`src/common/adcrb_pkg.sv`:
```
// Shared constants and carriers for the converter result readback bank
package adcrb_pkg;

    // Register byte addresses on the serial register interface
    localparam logic [7:0] ADCRB_BAT_HI_OFS = 8'h1d;
    localparam logic [7:0] ADCRB_BAT_LO_OFS = 8'h1e;
    localparam logic [7:0] ADCRB_SYS_HI_OFS = 8'h1f;
    localparam logic [7:0] ADCRB_SYS_LO_OFS = 8'h20;
    localparam logic [7:0] ADCRB_TS_HI_OFS = 8'h21;
    localparam logic [7:0] ADCRB_TS_LO_OFS = 8'h22;

    // Value of every field after reset and after register reset
    localparam logic [7:0] ADCRB_RESET_VAL = 8'h00;
    localparam logic [15:0] ADCRB_WORD_RESET = 16'h0000;

    // Sign bit position of a result word
    localparam int ADCRB_SIGN_BIT = 15;

    // Thermistor code for 94.9 % of the regulator output (LSB 100/1024 %)
    localparam logic [15:0] ADCRB_TS_MAX_CODE = 16'h03cc;

    // Channel numbering
    localparam int ADCRB_NUM_CH = 3;
    localparam int ADCRB_CH_BAT = 0;
    localparam int ADCRB_CH_SYS = 1;
    localparam int ADCRB_CH_TS = 2;

    // One conversion result from the converter, valid for one cycle
    typedef struct packed {
        logic valid;
        logic [15:0] data;
    } adcrb_result_type;

    // Register read request from the serial interface logic
    typedef struct packed {
        logic en;
        logic [7:0] addr;
    } adcrb_rd_req_type;

    // True when a read request targets the given byte address
    function automatic logic adcrb_hit(input adcrb_rd_req_type req,
                                       input logic [7:0] ofs);
        return req.en && (req.addr == ofs);
    endfunction

endpackage

```
`src/adcrb_pair.sv`:
```
`timescale 1ns/100ps
// One 16-bit result held as a high and low byte with a coherent snapshot
module adcrb_pair
    import adcrb_pkg::*;
(
    input wire logic clk_sys_i,
    input wire logic reset_n_i,
    input wire logic clear_i,
    input wire logic upd_i,
    input wire logic [15:0] upd_data_i,
    input wire logic hi_rd_i,
    input wire logic lo_rd_i,
    output logic [7:0] hi_o,
    output logic [7:0] lo_o
);
    logic [15:0] word_r;     // Live result
    logic [15:0] word_nxt;
    logic [7:0] shadow_r;    // Low byte frozen at a high byte read
    logic [7:0] shadow_nxt;
    logic pend_r;            // Snapshot waiting for the low byte read
    logic pend_nxt;

    // Next state of result, snapshot and pending flag
    always_comb begin
        word_nxt = word_r;
        shadow_nxt = shadow_r;
        pend_nxt = pend_r;
        if (clear_i) begin
            // Register reset wins over everything
            word_nxt = ADCRB_WORD_RESET;
            shadow_nxt = ADCRB_RESET_VAL;
            pend_nxt = 1'b0;
        end else begin
            if (upd_i) begin
                // Whole word replaced at once, sign bit kept
                word_nxt = upd_data_i;
            end
            if (hi_rd_i) begin
                // Freeze the partner half of this very word
                shadow_nxt = word_r[7:0];
                pend_nxt = 1'b1;
            end else if (lo_rd_i) begin
                pend_nxt = 1'b0;
            end
        end
    end

    // Registers
    always_ff @(posedge clk_sys_i or negedge reset_n_i) begin
        if (!reset_n_i) begin
            word_r <= ADCRB_WORD_RESET;
            shadow_r <= ADCRB_RESET_VAL;
            pend_r <= 1'b0;
        end else begin
            word_r <= word_nxt;
            shadow_r <= shadow_nxt;
            pend_r <= pend_nxt;
        end
    end

    // Byte views seen by the read mux
    assign hi_o = word_r[15:8];
    assign lo_o = pend_r ? shadow_r : word_r[7:0];

    a_pair_update: assert property (
        @(posedge clk_sys_i) disable iff (!reset_n_i)
        upd_i && !clear_i |=> word_r == $past(upd_data_i))
        else $error("Result word not taken from converter");

    a_pair_coherent: assert property (
        @(posedge clk_sys_i) disable iff (!reset_n_i)
        hi_rd_i && !clear_i
        |=> pend_r && lo_o == $past(word_r[7:0]))
        else $error("Low byte not frozen at high byte read");

    a_pair_hold: assert property (
        @(posedge clk_sys_i) disable iff (!reset_n_i)
        pend_r && !hi_rd_i && !lo_rd_i && !clear_i
        |=> pend_r && lo_o == $past(lo_o))
        else $error("Frozen low byte changed before its read");

    a_pair_snapshot: assert property (
        @(posedge clk_sys_i) disable iff (!reset_n_i)
        hi_rd_i && !clear_i ##1 upd_i && !clear_i && !lo_rd_i
        |=> lo_o == $past(word_r[7:0], 2))
        else $error("Low byte not from same conversion as high byte");

endmodule

```
`src/adcrb_regs.sv`:
```
`timescale 1ns/100ps
// Summary of operation
// - Battery low byte at 0x1e, 1 mV LSB.
// - System high byte at 0x1f, 256 mV LSB.
// - System low byte at 0x20, 1 mV LSB.
// - Bit 15 is sign, two's complement.
// - Thermistor high byte 0x21, bits 14:10 unweighted.
// - Thermistor result spans 0 to 94.9 percent.
// - Read-only, reset 0x00, register reset clears.
// - Battery high byte at 0x1d, signed mV.
// - Thermistor low byte at 0x22, 12.5 percent MSB.
// - Register reset restores defaults, restarts timer, completes.
module adcrb_regs
    import adcrb_pkg::*;
(
    input wire logic clk_sys_i,
    input wire logic reset_n_i,
    input wire adcrb_result_type bat_result_i,
    input wire adcrb_result_type sys_result_i,
    input wire adcrb_result_type ts_result_i,
    input wire adcrb_rd_req_type rd_req_i,
    input wire logic soft_reset_i,
    output logic [7:0] rd_data_o,
    output logic rd_valid_o,
    output logic reg_rst_done_o,
    output logic safety_timer_restart_o
);
    // Byte addresses per channel
    localparam logic [7:0] HI_OFS [ADCRB_NUM_CH] =
        '{ADCRB_BAT_HI_OFS, ADCRB_SYS_HI_OFS, ADCRB_TS_HI_OFS};
    localparam logic [7:0] LO_OFS [ADCRB_NUM_CH] =
        '{ADCRB_BAT_LO_OFS, ADCRB_SYS_LO_OFS, ADCRB_TS_LO_OFS};

    adcrb_result_type res_in [ADCRB_NUM_CH]; // Per channel updates
    logic [15:0] ts_code;                   // Thermistor after range limit
    logic [7:0] hi_w [ADCRB_NUM_CH];        // High byte views
    logic [7:0] lo_w [ADCRB_NUM_CH];        // Low byte views
    logic [7:0] rd_data_r;                  // Read return byte
    logic [7:0] rd_data_nxt;
    logic rd_valid_r;                       // Read return strobe
    logic rd_valid_nxt;
    logic rst_done_r;                       // Register reset complete
    logic rst_done_nxt;

    // Limit thermistor code to its documented span
    always_comb begin
        if (ts_result_i.data[ADCRB_SIGN_BIT]) begin
            // Negative readings pinned at 0 %
            ts_code = ADCRB_WORD_RESET;
        end else if (ts_result_i.data > ADCRB_TS_MAX_CODE) begin
            // Above top of range pinned at 94.9 %
            ts_code = ADCRB_TS_MAX_CODE;
        end else begin
            ts_code = ts_result_i.data;
        end
    end

    // Route converter results to their pair holders
    always_comb begin
        res_in[ADCRB_CH_BAT] = bat_result_i;
        res_in[ADCRB_CH_SYS] = sys_result_i;
        res_in[ADCRB_CH_TS].valid = ts_result_i.valid;
        res_in[ADCRB_CH_TS].data = ts_code;
    end

    // One byte-pair holder per channel
    for (genvar ch = 0; ch < ADCRB_NUM_CH; ch++) begin : g_ch
        adcrb_pair u_pair (
            .clk_sys_i(clk_sys_i),
            .reset_n_i(reset_n_i),
            .clear_i(soft_reset_i),
            .upd_i(res_in[ch].valid),
            .upd_data_i(res_in[ch].data),
            .hi_rd_i(adcrb_hit(rd_req_i, HI_OFS[ch])),
            .lo_rd_i(adcrb_hit(rd_req_i, LO_OFS[ch])),
            .hi_o(hi_w[ch]),
            .lo_o(lo_w[ch])
        );
    end

    // Read mux, unmapped addresses return zero
    always_comb begin
        rd_data_nxt = ADCRB_RESET_VAL;
        rd_valid_nxt = rd_req_i.en;
        for (int ch = 0; ch < ADCRB_NUM_CH; ch++) begin
            if (adcrb_hit(rd_req_i, HI_OFS[ch])) begin
                // Upper byte: sign and high weights
                rd_data_nxt = hi_w[ch];
            end
            if (adcrb_hit(rd_req_i, LO_OFS[ch])) begin
                // Lower byte: 1 mV or 0.098 % steps
                rd_data_nxt = lo_w[ch];
            end
        end
        if (soft_reset_i) begin
            // Reads during register reset see the default
            rd_data_nxt = ADCRB_RESET_VAL;
        end
    end

    // Register reset handshake, done one cycle after the clear
    always_comb begin
        rst_done_nxt = soft_reset_i;
    end

    // Output registers
    always_ff @(posedge clk_sys_i or negedge reset_n_i) begin
        if (!reset_n_i) begin
            rd_data_r <= ADCRB_RESET_VAL;
            rd_valid_r <= 1'b0;
            rst_done_r <= 1'b0;
        end else begin
            rd_data_r <= rd_data_nxt;
            rd_valid_r <= rd_valid_nxt;
            rst_done_r <= rst_done_nxt;
        end
    end

    // Top outputs come straight from the flops above
    assign rd_data_o = rd_data_r;
    assign rd_valid_o = rd_valid_r;
    assign reg_rst_done_o = rst_done_r;
    assign safety_timer_restart_o = rst_done_r;

    // Read path checks
    a_bat_lo_read: assert property (
        @(posedge clk_sys_i) disable iff (!reset_n_i)
        adcrb_hit(rd_req_i, ADCRB_BAT_LO_OFS) && !soft_reset_i
        |=> rd_valid_o && rd_data_o == $past(lo_w[ADCRB_CH_BAT]))
        else $error("Battery low byte read wrong");

    a_sys_hi_read: assert property (
        @(posedge clk_sys_i) disable iff (!reset_n_i)
        adcrb_hit(rd_req_i, ADCRB_SYS_HI_OFS) && !soft_reset_i
        |=> rd_data_o == $past(hi_w[ADCRB_CH_SYS]))
        else $error("System high byte read wrong");

    a_sys_lo_read: assert property (
        @(posedge clk_sys_i) disable iff (!reset_n_i)
        adcrb_hit(rd_req_i, ADCRB_SYS_LO_OFS) && !soft_reset_i
        |=> rd_data_o == $past(lo_w[ADCRB_CH_SYS]))
        else $error("System low byte read wrong");

    // Result storage checks
    a_bat_word_sign: assert property (
        @(posedge clk_sys_i) disable iff (!reset_n_i)
        bat_result_i.valid && !soft_reset_i
        |=> hi_w[ADCRB_CH_BAT] == $past(bat_result_i.data[15:8]))
        else $error("Battery high byte or sign lost");

    a_ts_upper_zero: assert property (
        @(posedge clk_sys_i) disable iff (!reset_n_i)
        hi_w[ADCRB_CH_TS][7:2] == 6'h00)
        else $error("Thermistor unweighted bits set");

    a_ts_range: assert property (
        @(posedge clk_sys_i) disable iff (!reset_n_i)
        ts_result_i.valid && !soft_reset_i
        && ts_result_i.data > ADCRB_TS_MAX_CODE
        && !ts_result_i.data[ADCRB_SIGN_BIT]
        |=> g_ch[ADCRB_CH_TS].u_pair.word_r == ADCRB_TS_MAX_CODE
            && hi_w[ADCRB_CH_TS] == ADCRB_TS_MAX_CODE[15:8])
        else $error("Thermistor result above 94.9 percent");

    // Register reset, unmapped read and remaining read path and storage checks
    a_soft_rst_clear: assert property (
        @(posedge clk_sys_i) disable iff (!reset_n_i)
        soft_reset_i |=> hi_w[ADCRB_CH_BAT] == ADCRB_RESET_VAL
            && lo_w[ADCRB_CH_SYS] == ADCRB_RESET_VAL
            && lo_w[ADCRB_CH_TS] == ADCRB_RESET_VAL)
        else $error("Register reset did not clear results");

    a_unmapped_zero: assert property (
        @(posedge clk_sys_i) disable iff (!reset_n_i)
        rd_req_i.en && (rd_req_i.addr < ADCRB_BAT_HI_OFS
            || rd_req_i.addr > ADCRB_TS_LO_OFS)
        |=> rd_valid_o && rd_data_o == ADCRB_RESET_VAL)
        else $error("Unmapped read not zero");

    a_bat_hi_read: assert property (
        @(posedge clk_sys_i) disable iff (!reset_n_i)
        adcrb_hit(rd_req_i, ADCRB_BAT_HI_OFS) && !soft_reset_i
        |=> rd_data_o == $past(hi_w[ADCRB_CH_BAT]))
        else $error("Battery high byte read wrong");

    a_ts_lo_read: assert property (
        @(posedge clk_sys_i) disable iff (!reset_n_i)
        adcrb_hit(rd_req_i, ADCRB_TS_LO_OFS) && !soft_reset_i
        |=> rd_data_o == $past(lo_w[ADCRB_CH_TS]))
        else $error("Thermistor low byte read wrong");

    a_rst_done_pulse: assert property (
        @(posedge clk_sys_i) disable iff (!reset_n_i)
        soft_reset_i |=> reg_rst_done_o && safety_timer_restart_o
            ##1 (reg_rst_done_o == $past(soft_reset_i)))
        else $error("Register reset completion not signalled");

    a_ts_neg_zero: assert property (
        @(posedge clk_sys_i) disable iff (!reset_n_i)
        ts_result_i.valid && !soft_reset_i
        && ts_result_i.data[ADCRB_SIGN_BIT]
        |=> g_ch[ADCRB_CH_TS].u_pair.word_r == ADCRB_WORD_RESET)
        else $error("Negative thermistor result not pinned at zero");

    a_bat_lo_update: assert property (
        @(posedge clk_sys_i) disable iff (!reset_n_i)
        bat_result_i.valid && !soft_reset_i
        |=> g_ch[ADCRB_CH_BAT].u_pair.word_r[7:0]
            == $past(bat_result_i.data[7:0]))
        else $error("Battery low byte not taken from converter");

    a_rd_valid_follow: assert property (
        @(posedge clk_sys_i) disable iff (!reset_n_i)
        rd_valid_o == $past(rd_req_i.en))
        else $error("Read strobe not one cycle after request");

    a_soft_rd_zero: assert property (
        @(posedge clk_sys_i) disable iff (!reset_n_i)
        soft_reset_i && rd_req_i.en
        |=> rd_valid_o && rd_data_o == ADCRB_RESET_VAL)
        else $error("Read during register reset not zero");

endmodule
```
`config.mk`:
```
export PLATFORM = sky130hd
export DESIGN_NAME = adcrb_regs
export DESIGN_NICKNAME = d
export VERILOG_FILES = /design/src/common/adcrb_pkg.sv /design/src/adcrb_pair.sv /design/src/adcrb_regs.sv
export SDC_FILE = /design/constraint.sdc
export NUM_CORES = 1
export LEC_CHECK = 0
export BUFFER_PORTS_ARGS = -buffer_cell sky130_fd_sc_hd__buf_2
export CAP_MARGIN = 25
export CORE_ASPECT_RATIO = 1.25
export CORE_UTILIZATION = 40
export DETAILED_ROUTE_END_ITERATION = 6
export RECOVER_POWER = 25
export SETUP_SLACK_MARGIN = 0.4
export SLEW_MARGIN = 20
export SYNTH_ARGS = -nofsm -noshare
export SYNTH_HDL_FRONTEND = slang
export SYNTH_HIERARCHICAL = 1
export SYNTH_SLANG_ARGS = --single-unit
```
`constraint.sdc`:
```
create_clock -name clk_sys_i -period 1.92 [get_ports clk_sys_i]
set_input_delay 0.384 -clock clk_sys_i [delete_from_list [all_inputs] [get_ports clk_sys_i]]
set_output_delay 0.384 -clock clk_sys_i [all_outputs]
set_load 0.005 [all_outputs]
```
Word level (Yosys, flattened, before mapping)
Index checks and enable logic that the tools add are counted.
- output and inout port bits: 11
- register bits after elaboration: 85
- input port bits: 63
- equal/unequal tests: 6
- multiplexer cells: 33
- order comparisons: 1
- reductions and logical operators: 15
- operators by type and width (cell ; count):
    $mux 8 ; 16
    $mux 16 ; 7
    $eq 8x5->1 const B ; 3
    $eq 8x6->1 const B ; 3
    $gt 16x10->1 const B ; 1
    $mux 15 ; 1
    $reduce_bool 2->1 ; 6
    $mux 1 ; 9
    $reduce_bool 3->1 ; 3
    $logic_and 1x1->1 ; 6

Depth between registers and ports, before layout
Gate-level depths: netlist of the first run.
- word-level depth: 9
- depth in mapped cells: 8

Hierarchy
Netlist of the first run, hierarchy kept.
- modules (own cells, without submodules) (module ; area each (µm²) ; cells an instance ; instances):
    adcrb_pair ; 1179.9 ; 99 ; 3
    adcrb_regs ; 1029.7 ; 125 ; 1

Worst setup path before layout of the first run
No wires, ideal clock.
- path type: input to register
- start point: input ts_result_i[12] (netlist bit)
- end point: register g_ch[2].u_pair.word_r[2]
- data required time: 1.799 ns
- path slack: 0.296 ns
- arrival: 1.503 ns
- stages: 6
- setup time: 0.121 ns
- buffers on the path: 0
- path through: or4_4 nor3_4 and2b_2 a21oi_1 mux2i_1 nor2_1
- cells in the longest elaborated chain, start to end: 5
- ends and longest elaborated chain (item ; RTL line ; source):
    from (decl) ; adcrb_regs.sv:20 ; input wire adcrb_result_type ts_result_i,
    $gt 16x10->1 ; adcrb_regs.sv:50 ; end else if (ts_result_i.data > ADCRB_TS_MAX_CODE) begin
    $mux 15 ; adcrb_regs.sv:50 ;
    $mux 16 ; adcrb_regs.sv:47 ; if (ts_result_i.data[ADCRB_SIGN_BIT]) begin
    named net ts_code[2] ; adcrb_regs.sv:35 ; logic [15:0] ts_code;
    $mux 16 ; adcrb_pair.sv:34 ; if (upd_i) begin
    $mux 16 ; adcrb_pair.sv:28 ; if (clear_i) begin
    to (signal assigned) ; adcrb_pair.sv:55 ; word_r <= word_nxt;
    to (decl) ; adcrb_pair.sv:16 ; logic [15:0] word_r;
The timed path passes the listed nets, and every way through them passes these cells. The select of a mux whose other input is x is not followed.
A chain may end at the register's enable or synchronous reset.

==> impl_metrics.csv, run 1 <==
group,metric,value,unit
run_status,status,"finished, final reports clean",
setup_path,reg2reg_depth,4,
clocking,cts_buffers,9,
logic_synthesis,syn_inst,422,
clocking,clockBufferDepth,2,
power_and_ir_drop,pwr-share-seq,0.451,
route,wl_per_cell,15.6,um
timing,grt_setup_unrepaired,"true",
floorplan,coreArea,11100,um2
floorplan,ios,74,
cells_and_area,fin_area,5360,um2
setup_path,cp.required,2140,ps
route,drtPass1Iterations,6,
placement,place_hpwl,6910,um
power_and_ir_drop,p_clk_frac,0.451,
grt,antenna_found_initial,0,
power_and_ir_drop,powerDensity,782,nW/um2
power_and_ir_drop,leakagePower,2.59,nW
clocking,h-tree-depth,3,
route,ant_nets,0,
timing,holdWs,280,ps
power_and_ir_drop,pwr-share-comb,0.098,
logic_synthesis,muxShareOfSynthArea,0.246,
cells_and_area,syn2layout_area_growth,17.2,%
route,wl,9740,um
logic_synthesis,synth_top_family_by_area,"multiplexers",
logic_synthesis,netlist_top_cells_area,"dfrtp_1 47%, mux2i_1 16%, mux2_2 8.4%",
setup_path,cp-end-kind,"register",
grt,grt_overflow,0,
placement,pre_cts_ws,148,ps
timing,max_slew_margin,0.203,
route,drcViolationCount,0,
min_path,min_to,"rd_valid_o$_DFF_PN0_",
logic_synthesis,synthesis.area,4570,um2
cells_and_area,fin_nets,547,
logic_synthesis,syn_avg_cell_area,10.8,um2
setup_path,start_kind,"register",
grt,grt_pass1_wl,15900,um
logic_synthesis,yosys.area_share.simple,0.117,
route,drt-initial-drc-count,130,
logic_synthesis,synth_xor_area_frac,0,
power_and_ir_drop,p_switching,0.973,mW
logic_synthesis,synth_top_area_frac,0.465,
timing,fin_tns_setup,0,ps
timing,period_needed,1520,ps
route,vias_per_cell,5.04,
timing,post-route-period-util,0.792,
min_path,worstHoldPathCells,1,
run,maxCapViolCount,0,
cells_and_area,antenna_cells,0,
cells_and_area,layout_commonest_cell,"dfrtp_1",
clocking,clock_latency,340,ps
logic_synthesis,ys_warn_count,6,
grt,grt_usage,0.173,
timing,finClkSkew,7.83,ps
min_path,hold_path_class,"input port to register",
floorplan,die_h,121,um
min_path,min_from,"rd_req_i[8]",
power_and_ir_drop,swShare,0.232,
placement,place_area,4880,um2
logic_synthesis,synth_area_leader_cell,"dfrtp_1",
clocking,cts.sinks,85,
timing,hold_viol,0,
placement,portBuffers,73,
power_and_ir_drop,vdd_drop_max,0.505,mV
timing,fmax,658,MHz
setup_path,timing.rr.end,"rd_data_o[3]$_DFF_PN0_",
logic_synthesis,synth.distinct_cells,35,
power_and_ir_drop,p_int,3.22,mW
timing,setup_viol,0,
logic_synthesis,synth_seq_cells,85,
logic_synthesis,synth-seq-area-share,0.465,
logic_synthesis,synth_fa_ha_area_frac,0,
clocking,path_clk_slew,60,ps
clocking,ctsRootBufferMaster,"clkbuf_16",
setup_path,path_max_fanout,5,
setup_path,reg2reg_from,"g_ch[1].u_pair/pend_r$_DFFE_PN0P_",
floorplan,dieArea,11900,um2
timing,setup_ws,400,ps
floorplan,rows,43,
setup_path,crit_type,"register to register",
grt,grt_max_degree,34,
cells_and_area,drive_gt1_frac,0.344,
floorplan,start_util,0.412,
placement,gp_congestion,0.770,
clocking,cts_tree,"built",
timing,slew_violations,0,
logic_synthesis,synth_compound_area_frac,0.0685,
timing,worst_pin_slew,1200,ps
grt,grt_pass1_vias,3152,
floorplan,die_x,97.6,um
setup_path,arrival,1740,ps
setup_path,r2r_slack,400,ps
cells_and_area,final_cell_mix,"82 x dfrtp_1, 80 x nor2_1, 74 x mux2i_1, 67 x buf_2, 30 x mux2_2",
route,vias,3145,
repair_timing:
action / CTS / global route
hold endpoints to repair: 16 / 0
pin swaps: 0 / 3
resized for setup: 5 / 17
setup buffers: 5 / 4
cloned: 0 / 0
hold buffers: 1 / 0
setup endpoints to repair: 8 / 9
how the worst max path moves through the flow:
stage / startpoint / end / slack (ps)
2_1_floorplan: ts_result_i[12] / g_ch[2].u_pair/word_r[2]$_DFFE_PN0P_ / 300
3_3_place_gp: ts_result_i[12] / g_ch[2].u_pair/word_r[2]$_DFFE_PN0P_ / 190
3_5_place_dp: ts_result_i[12] / g_ch[2].u_pair/word_r[0]$_DFFE_PN0P_ / 150
4_1_cts: g_ch[0].u_pair/pend_r$_DFFE_PN0P_ / rd_data_o[1]$_DFF_PN0_ / 400
5_1_grt: soft_reset_i / g_ch[0].u_pair/shadow_r[3]$_DFFE_PN0P_ / 320
6_report: g_ch[1].u_pair/pend_r$_DFFE_PN0P_ / rd_data_o[3]$_DFF_PN0_ / 400
power by group through the flow:
| stage | sequential (mW) | combinational [mW] | clock (mW) |
|---|---|---|---|
| after floorplan | 1.90 | 0.292 | 0 |
| after global placement | 1.92 | 0.394 | 0 |
| after detailed placement | 1.92 | 0.399 | 0 |
| after CTS | 1.89 | 0.402 | 1.91 |
| after global routing | 1.89 | 0.458 | 2.01 |
| final | 1.89 | 0.412 | 1.89 |
cell usage after synthesis:
cell and n:
mux2i_1 74, or4_4 1, buf_2 16, clkbuf_1 2, conb_1 1, dfrtp_1 85, nand4_1 3, o311a_1 4
a21oi_1 14, nand2_1 2, o221a_2 4, nor2_1 81, buf_6 4, and2b_2 1, a22oi_1 6, clkbuf_2 1
o31a_1 2, o21ai_0 6, mux2_2 34, o211ai_1 1, buf_12 3, a2bb2oi_1 2, nand2b_1 6, nor3b_1 4
buf_4 28, a211oi_1 2, o22ai_1 4, nor2b_1 2, nor3_4 1, and2_2 4, nor3_1 3, nand3_1 1
inv_1 16, nand4b_1 2, and4b_1 2
cell families after synthesis:
| group | after synthesis |
|---|---|
| AND/OR/NAND/NOR | 113 |
| multiplexers | 108 |
| AO/OA/AOI/OAI | 45 |
| buffers and inverters | 70 |
| other | 1 |
| flip-flops | 85 |
flip-flops by register name, indices dropped and copies added, names as in the netlist:
register and count:
g_ch.u_pair/pend_r 3, rd_valid_o 1, rd_data_o 8, reg_rst_done_o 1, g_ch.u_pair/shadow_r 24, g_ch.u_pair/word_r 48
through the flow:
step,std cells,utilization,total power [mW]
after floorplan,427,-,2.20
after global placement,598,0.440,2.31
after detailed placement,598,0.440,2.32
after CTS,620,0.474,4.21
after global routing,624,0.483,4.37
final,624,0.483,4.19
critical path: stages (launching register included):
cell,delay (ps)
dfrtp_2,420
buf_4,120
mux2_2,330
o311a_1,280
o221a_2,250
layout make-up:
type | instances | area (um2)
fill | 1045 | 5730
sequential | 85 | 2130
multi-input combinational | 272 | 2070
timing repair buffer | 100 | 599
clock buffer | 11 | 243
tap | 135 | 169
clock inverter | 5 | 83.8
inverter | 16 | 60.1
per-layer routing:
metal  vias up  wire (um)  global-route usage
li1       1542          -                   -
met1      1521       4350               0.217
met2        71       4820               0.300
met3        11        437              0.0317
met4         0        141              0.0570
met5         -          0                   0
Power figures use the tool's default switching activity.
==> run 2: changes to the inputs <==
==> constraint.sdc (replaced) <==
create_clock -name clk_sys_i -period 1.4 [get_ports clk_sys_i]
set_input_delay 0.28 -clock clk_sys_i [delete_from_list [all_inputs] [get_ports clk_sys_i]]
set_output_delay 0.28 -clock clk_sys_i [all_outputs]
set_load 0.005 [all_outputs]
==> run 2 against run 1 <==
Against the previous run:
- the run now ends with setup timing left
- core utilization is 4.5 points higher
- sequential power is 37% higher
- clock skew is 5.1 ps lower
==> impl_metrics.csv, run 2 (synthesis results as in run 1) <==
group,metric,value,unit
min_path,hold_path_class,"input port to register",
cells_and_area,drive_gt1_frac,0.435,
timing,hold_viol,0,
setup_path,crit_family,"multiplexers",
grt,grt_pass1_wl,17000,um
cells_and_area,syn2layout_area_growth,28.1,%
setup_path,worstSetupEndpoint,"rd_data_o[2]$_DFF_PN0_",
power_and_ir_drop,leakagePower,2.86,nW
route,vias,3270,
min_path,worstHoldPathCells,3,
clocking,h-tree-depth,3,
setup_path,reg2reg_depth,6,
route,drt-initial-drc-count,145,
run,maxCapViolCount,0,
clocking,cts.sinks,85,
cells_and_area,register_area,2130,um2
route,ant_nets,0,
grt,antenna_found_initial,0,
placement,pre_cts_ws,-251,ps
run_status,violations,"setup timing",
timing,period_needed,1550,ps
cells_and_area,multi_input_area,2240,um2
floorplan,die_x,97.6,um
setup_path,crit_chain,"buf_6, mux2_4, mux2_4, o22ai_2, a21oi_2, o31a_1",
clocking,clockBufferDepth,2,
setup_path,cp_num_buf_inv,1,
timing,setup_viol,8,
clocking,clock_latency,340,ps
route,wl_per_cell,16.0,um
setup_path,r2r_slack,-150,ps
setup_path,crit_top_cell,"mux2_4",
setup_path,cp.required,1610,ps
clocking,ctsRootBufferMaster,"clkbuf_16",
setup_path,start_kind,"register",
route,vias_per_cell,5.00,
timing,max_slew_margin,0.642,
setup_path,timing.rr.end,"rd_data_o[2]$_DFF_PN0_",
timing,finClkSkew,2.76,ps
timing,fmax,646,MHz
cells_and_area,fin_nets,577,
placement,place_hpwl,7300,um
route,drtPass1Iterations,4,
cells_and_area,final_cell_mix,"84 x dfrtp_1, 76 x nor2_1, 74 x mux2i_1, 64 x buf_2, 37 x buf_4",
grt,grt_usage,0.186,
grt,grt_pass1_vias,3415,
power_and_ir_drop,vdd_drop_max,0.866,mV
timing,worst_pin_slew,537,ps
run_status,status,"finished, violations left",
setup_path,crit_cells,6,
floorplan,ios,74,
timing,grt_setup_unrepaired,"true",
cells_and_area,antenna_cells,0,
grt,grt_overflow,0,
grt,grt_max_degree,86,
clocking,cts_tree,"built",
setup_path,cp-end-kind,"register",
timing,post-route-period-util,1.11,
route,wl,10500,um
cells_and_area,largest_reg_flops,48,
cells_and_area,layout_commonest_cell,"dfrtp_1",
placement,portBuffers,73,
setup_path,crit_type,"register to register",
floorplan,start_util,0.412,
cells_and_area,utilization,0.528,
setup_path,reg2reg_from,"g_ch[1].u_pair/pend_r$_DFFE_PN0P_",
setup_path,path_max_fanout,5,
timing,setup_ws,-148,ps
cells_and_area,top_register,"g_ch.u_pair/word_r",
floorplan,dieArea,11900,um2
floorplan,die_h,121,um
placement,place_area,5140,um2
power_and_ir_drop,power,5.64,mW
route,drcViolationCount,0,
clocking,cts_buffers,9,
min_path,min_from,"sys_result_i[1]",
setup_path,critical-path-slowest-cell,"dfrtp_1",
cells_and_area,fill_cells,1010,
floorplan,rows,43,
timing,slew_violations,0,
cells_and_area,fin_area,5860,um2
floorplan,coreArea,11100,um2
clocking,path_clk_slew,60,ps
setup_path,slowest_delay,400,ps
setup_path,arrival,1760,ps
power_and_ir_drop,powerDensity,962,nW/um2
placement,gp_congestion,0.788,
setup_path,setup.worst_path.start,"g_ch[1].u_pair/pend_r$_DFFE_PN0P_",
## run 2: through the flow
stage,TNS [ps],hold slack (ps),cells
after floorplan,-648,-15.6,427
after global placement,-7050,351,627
after detailed placement,-8110,354,627
after CTS,-1030,127,649
after global routing,-1270,183,654
final,-981,180,654
## run 2: what timing repair did
action | 4_1_cts | 5_1_grt
setup buffers | 2 | 5
pin swaps | 28 | 23
endpoints found under the setup margin | 56 | 56
hold buffers | 1 | 0
gates resized for setup | 58 | 19
cloned | 3 | 0
endpoints found under the hold margin | 75 | 0
## run 2: worst reg2reg max path, delay by kind of cell (launching register included)
kind / cells / cell delay, ps
AO/OA/AOI/OAI: 3 / 300
buffers and inverters: 1 / 140
multiplexers: 2 / 590
flip-flops: 1 / 400
## run 2: how the worst min path moves through the flow
stage                                                        to  slack (ps)
after floorplan               g_ch[0].u_pair/pend_r$_DFFE_PN0P_         -20
after global placement    g_ch[0].u_pair/word_r[11]$_DFFE_PN0P_         350
after detailed placement  g_ch[0].u_pair/word_r[11]$_DFFE_PN0P_         350
after CTS                                  rd_valid_o$_DFF_PN0_         130
after global routing       g_ch[1].u_pair/word_r[4]$_DFFE_PN0P_         180
final                      g_ch[1].u_pair/word_r[1]$_DFFE_PN0P_         180
## run 2: layout make-up
cell class,count,share of cell area
clock buffers,11,0.0415
repair buffers,130,0.165
inverters,16,0.0103
well taps,135,0.0288
clock inverters,5,0.00855
flip-flops and latches,85,0.363
multi-input cells,272,0.382
## run 2: layer usage
layer,part of all wire,track usage,wire length [um]
met1,0.42,0.218,4440
met2,0.53,0.336,5500
met3,0.032,0.0380,339
met4,0.016,0.0680,170
met5,0,0,0
## run 2: power by group
part | total, mW | leakage, nW | switching, mW | internal [mW]
combinational | 0.691 | 1.56 | 0.343 | 0.347
sequential | 2.59 | 1.15 | 0.0534 | 2.53
clock | 2.36 | 0.149 | 0.941 | 1.42
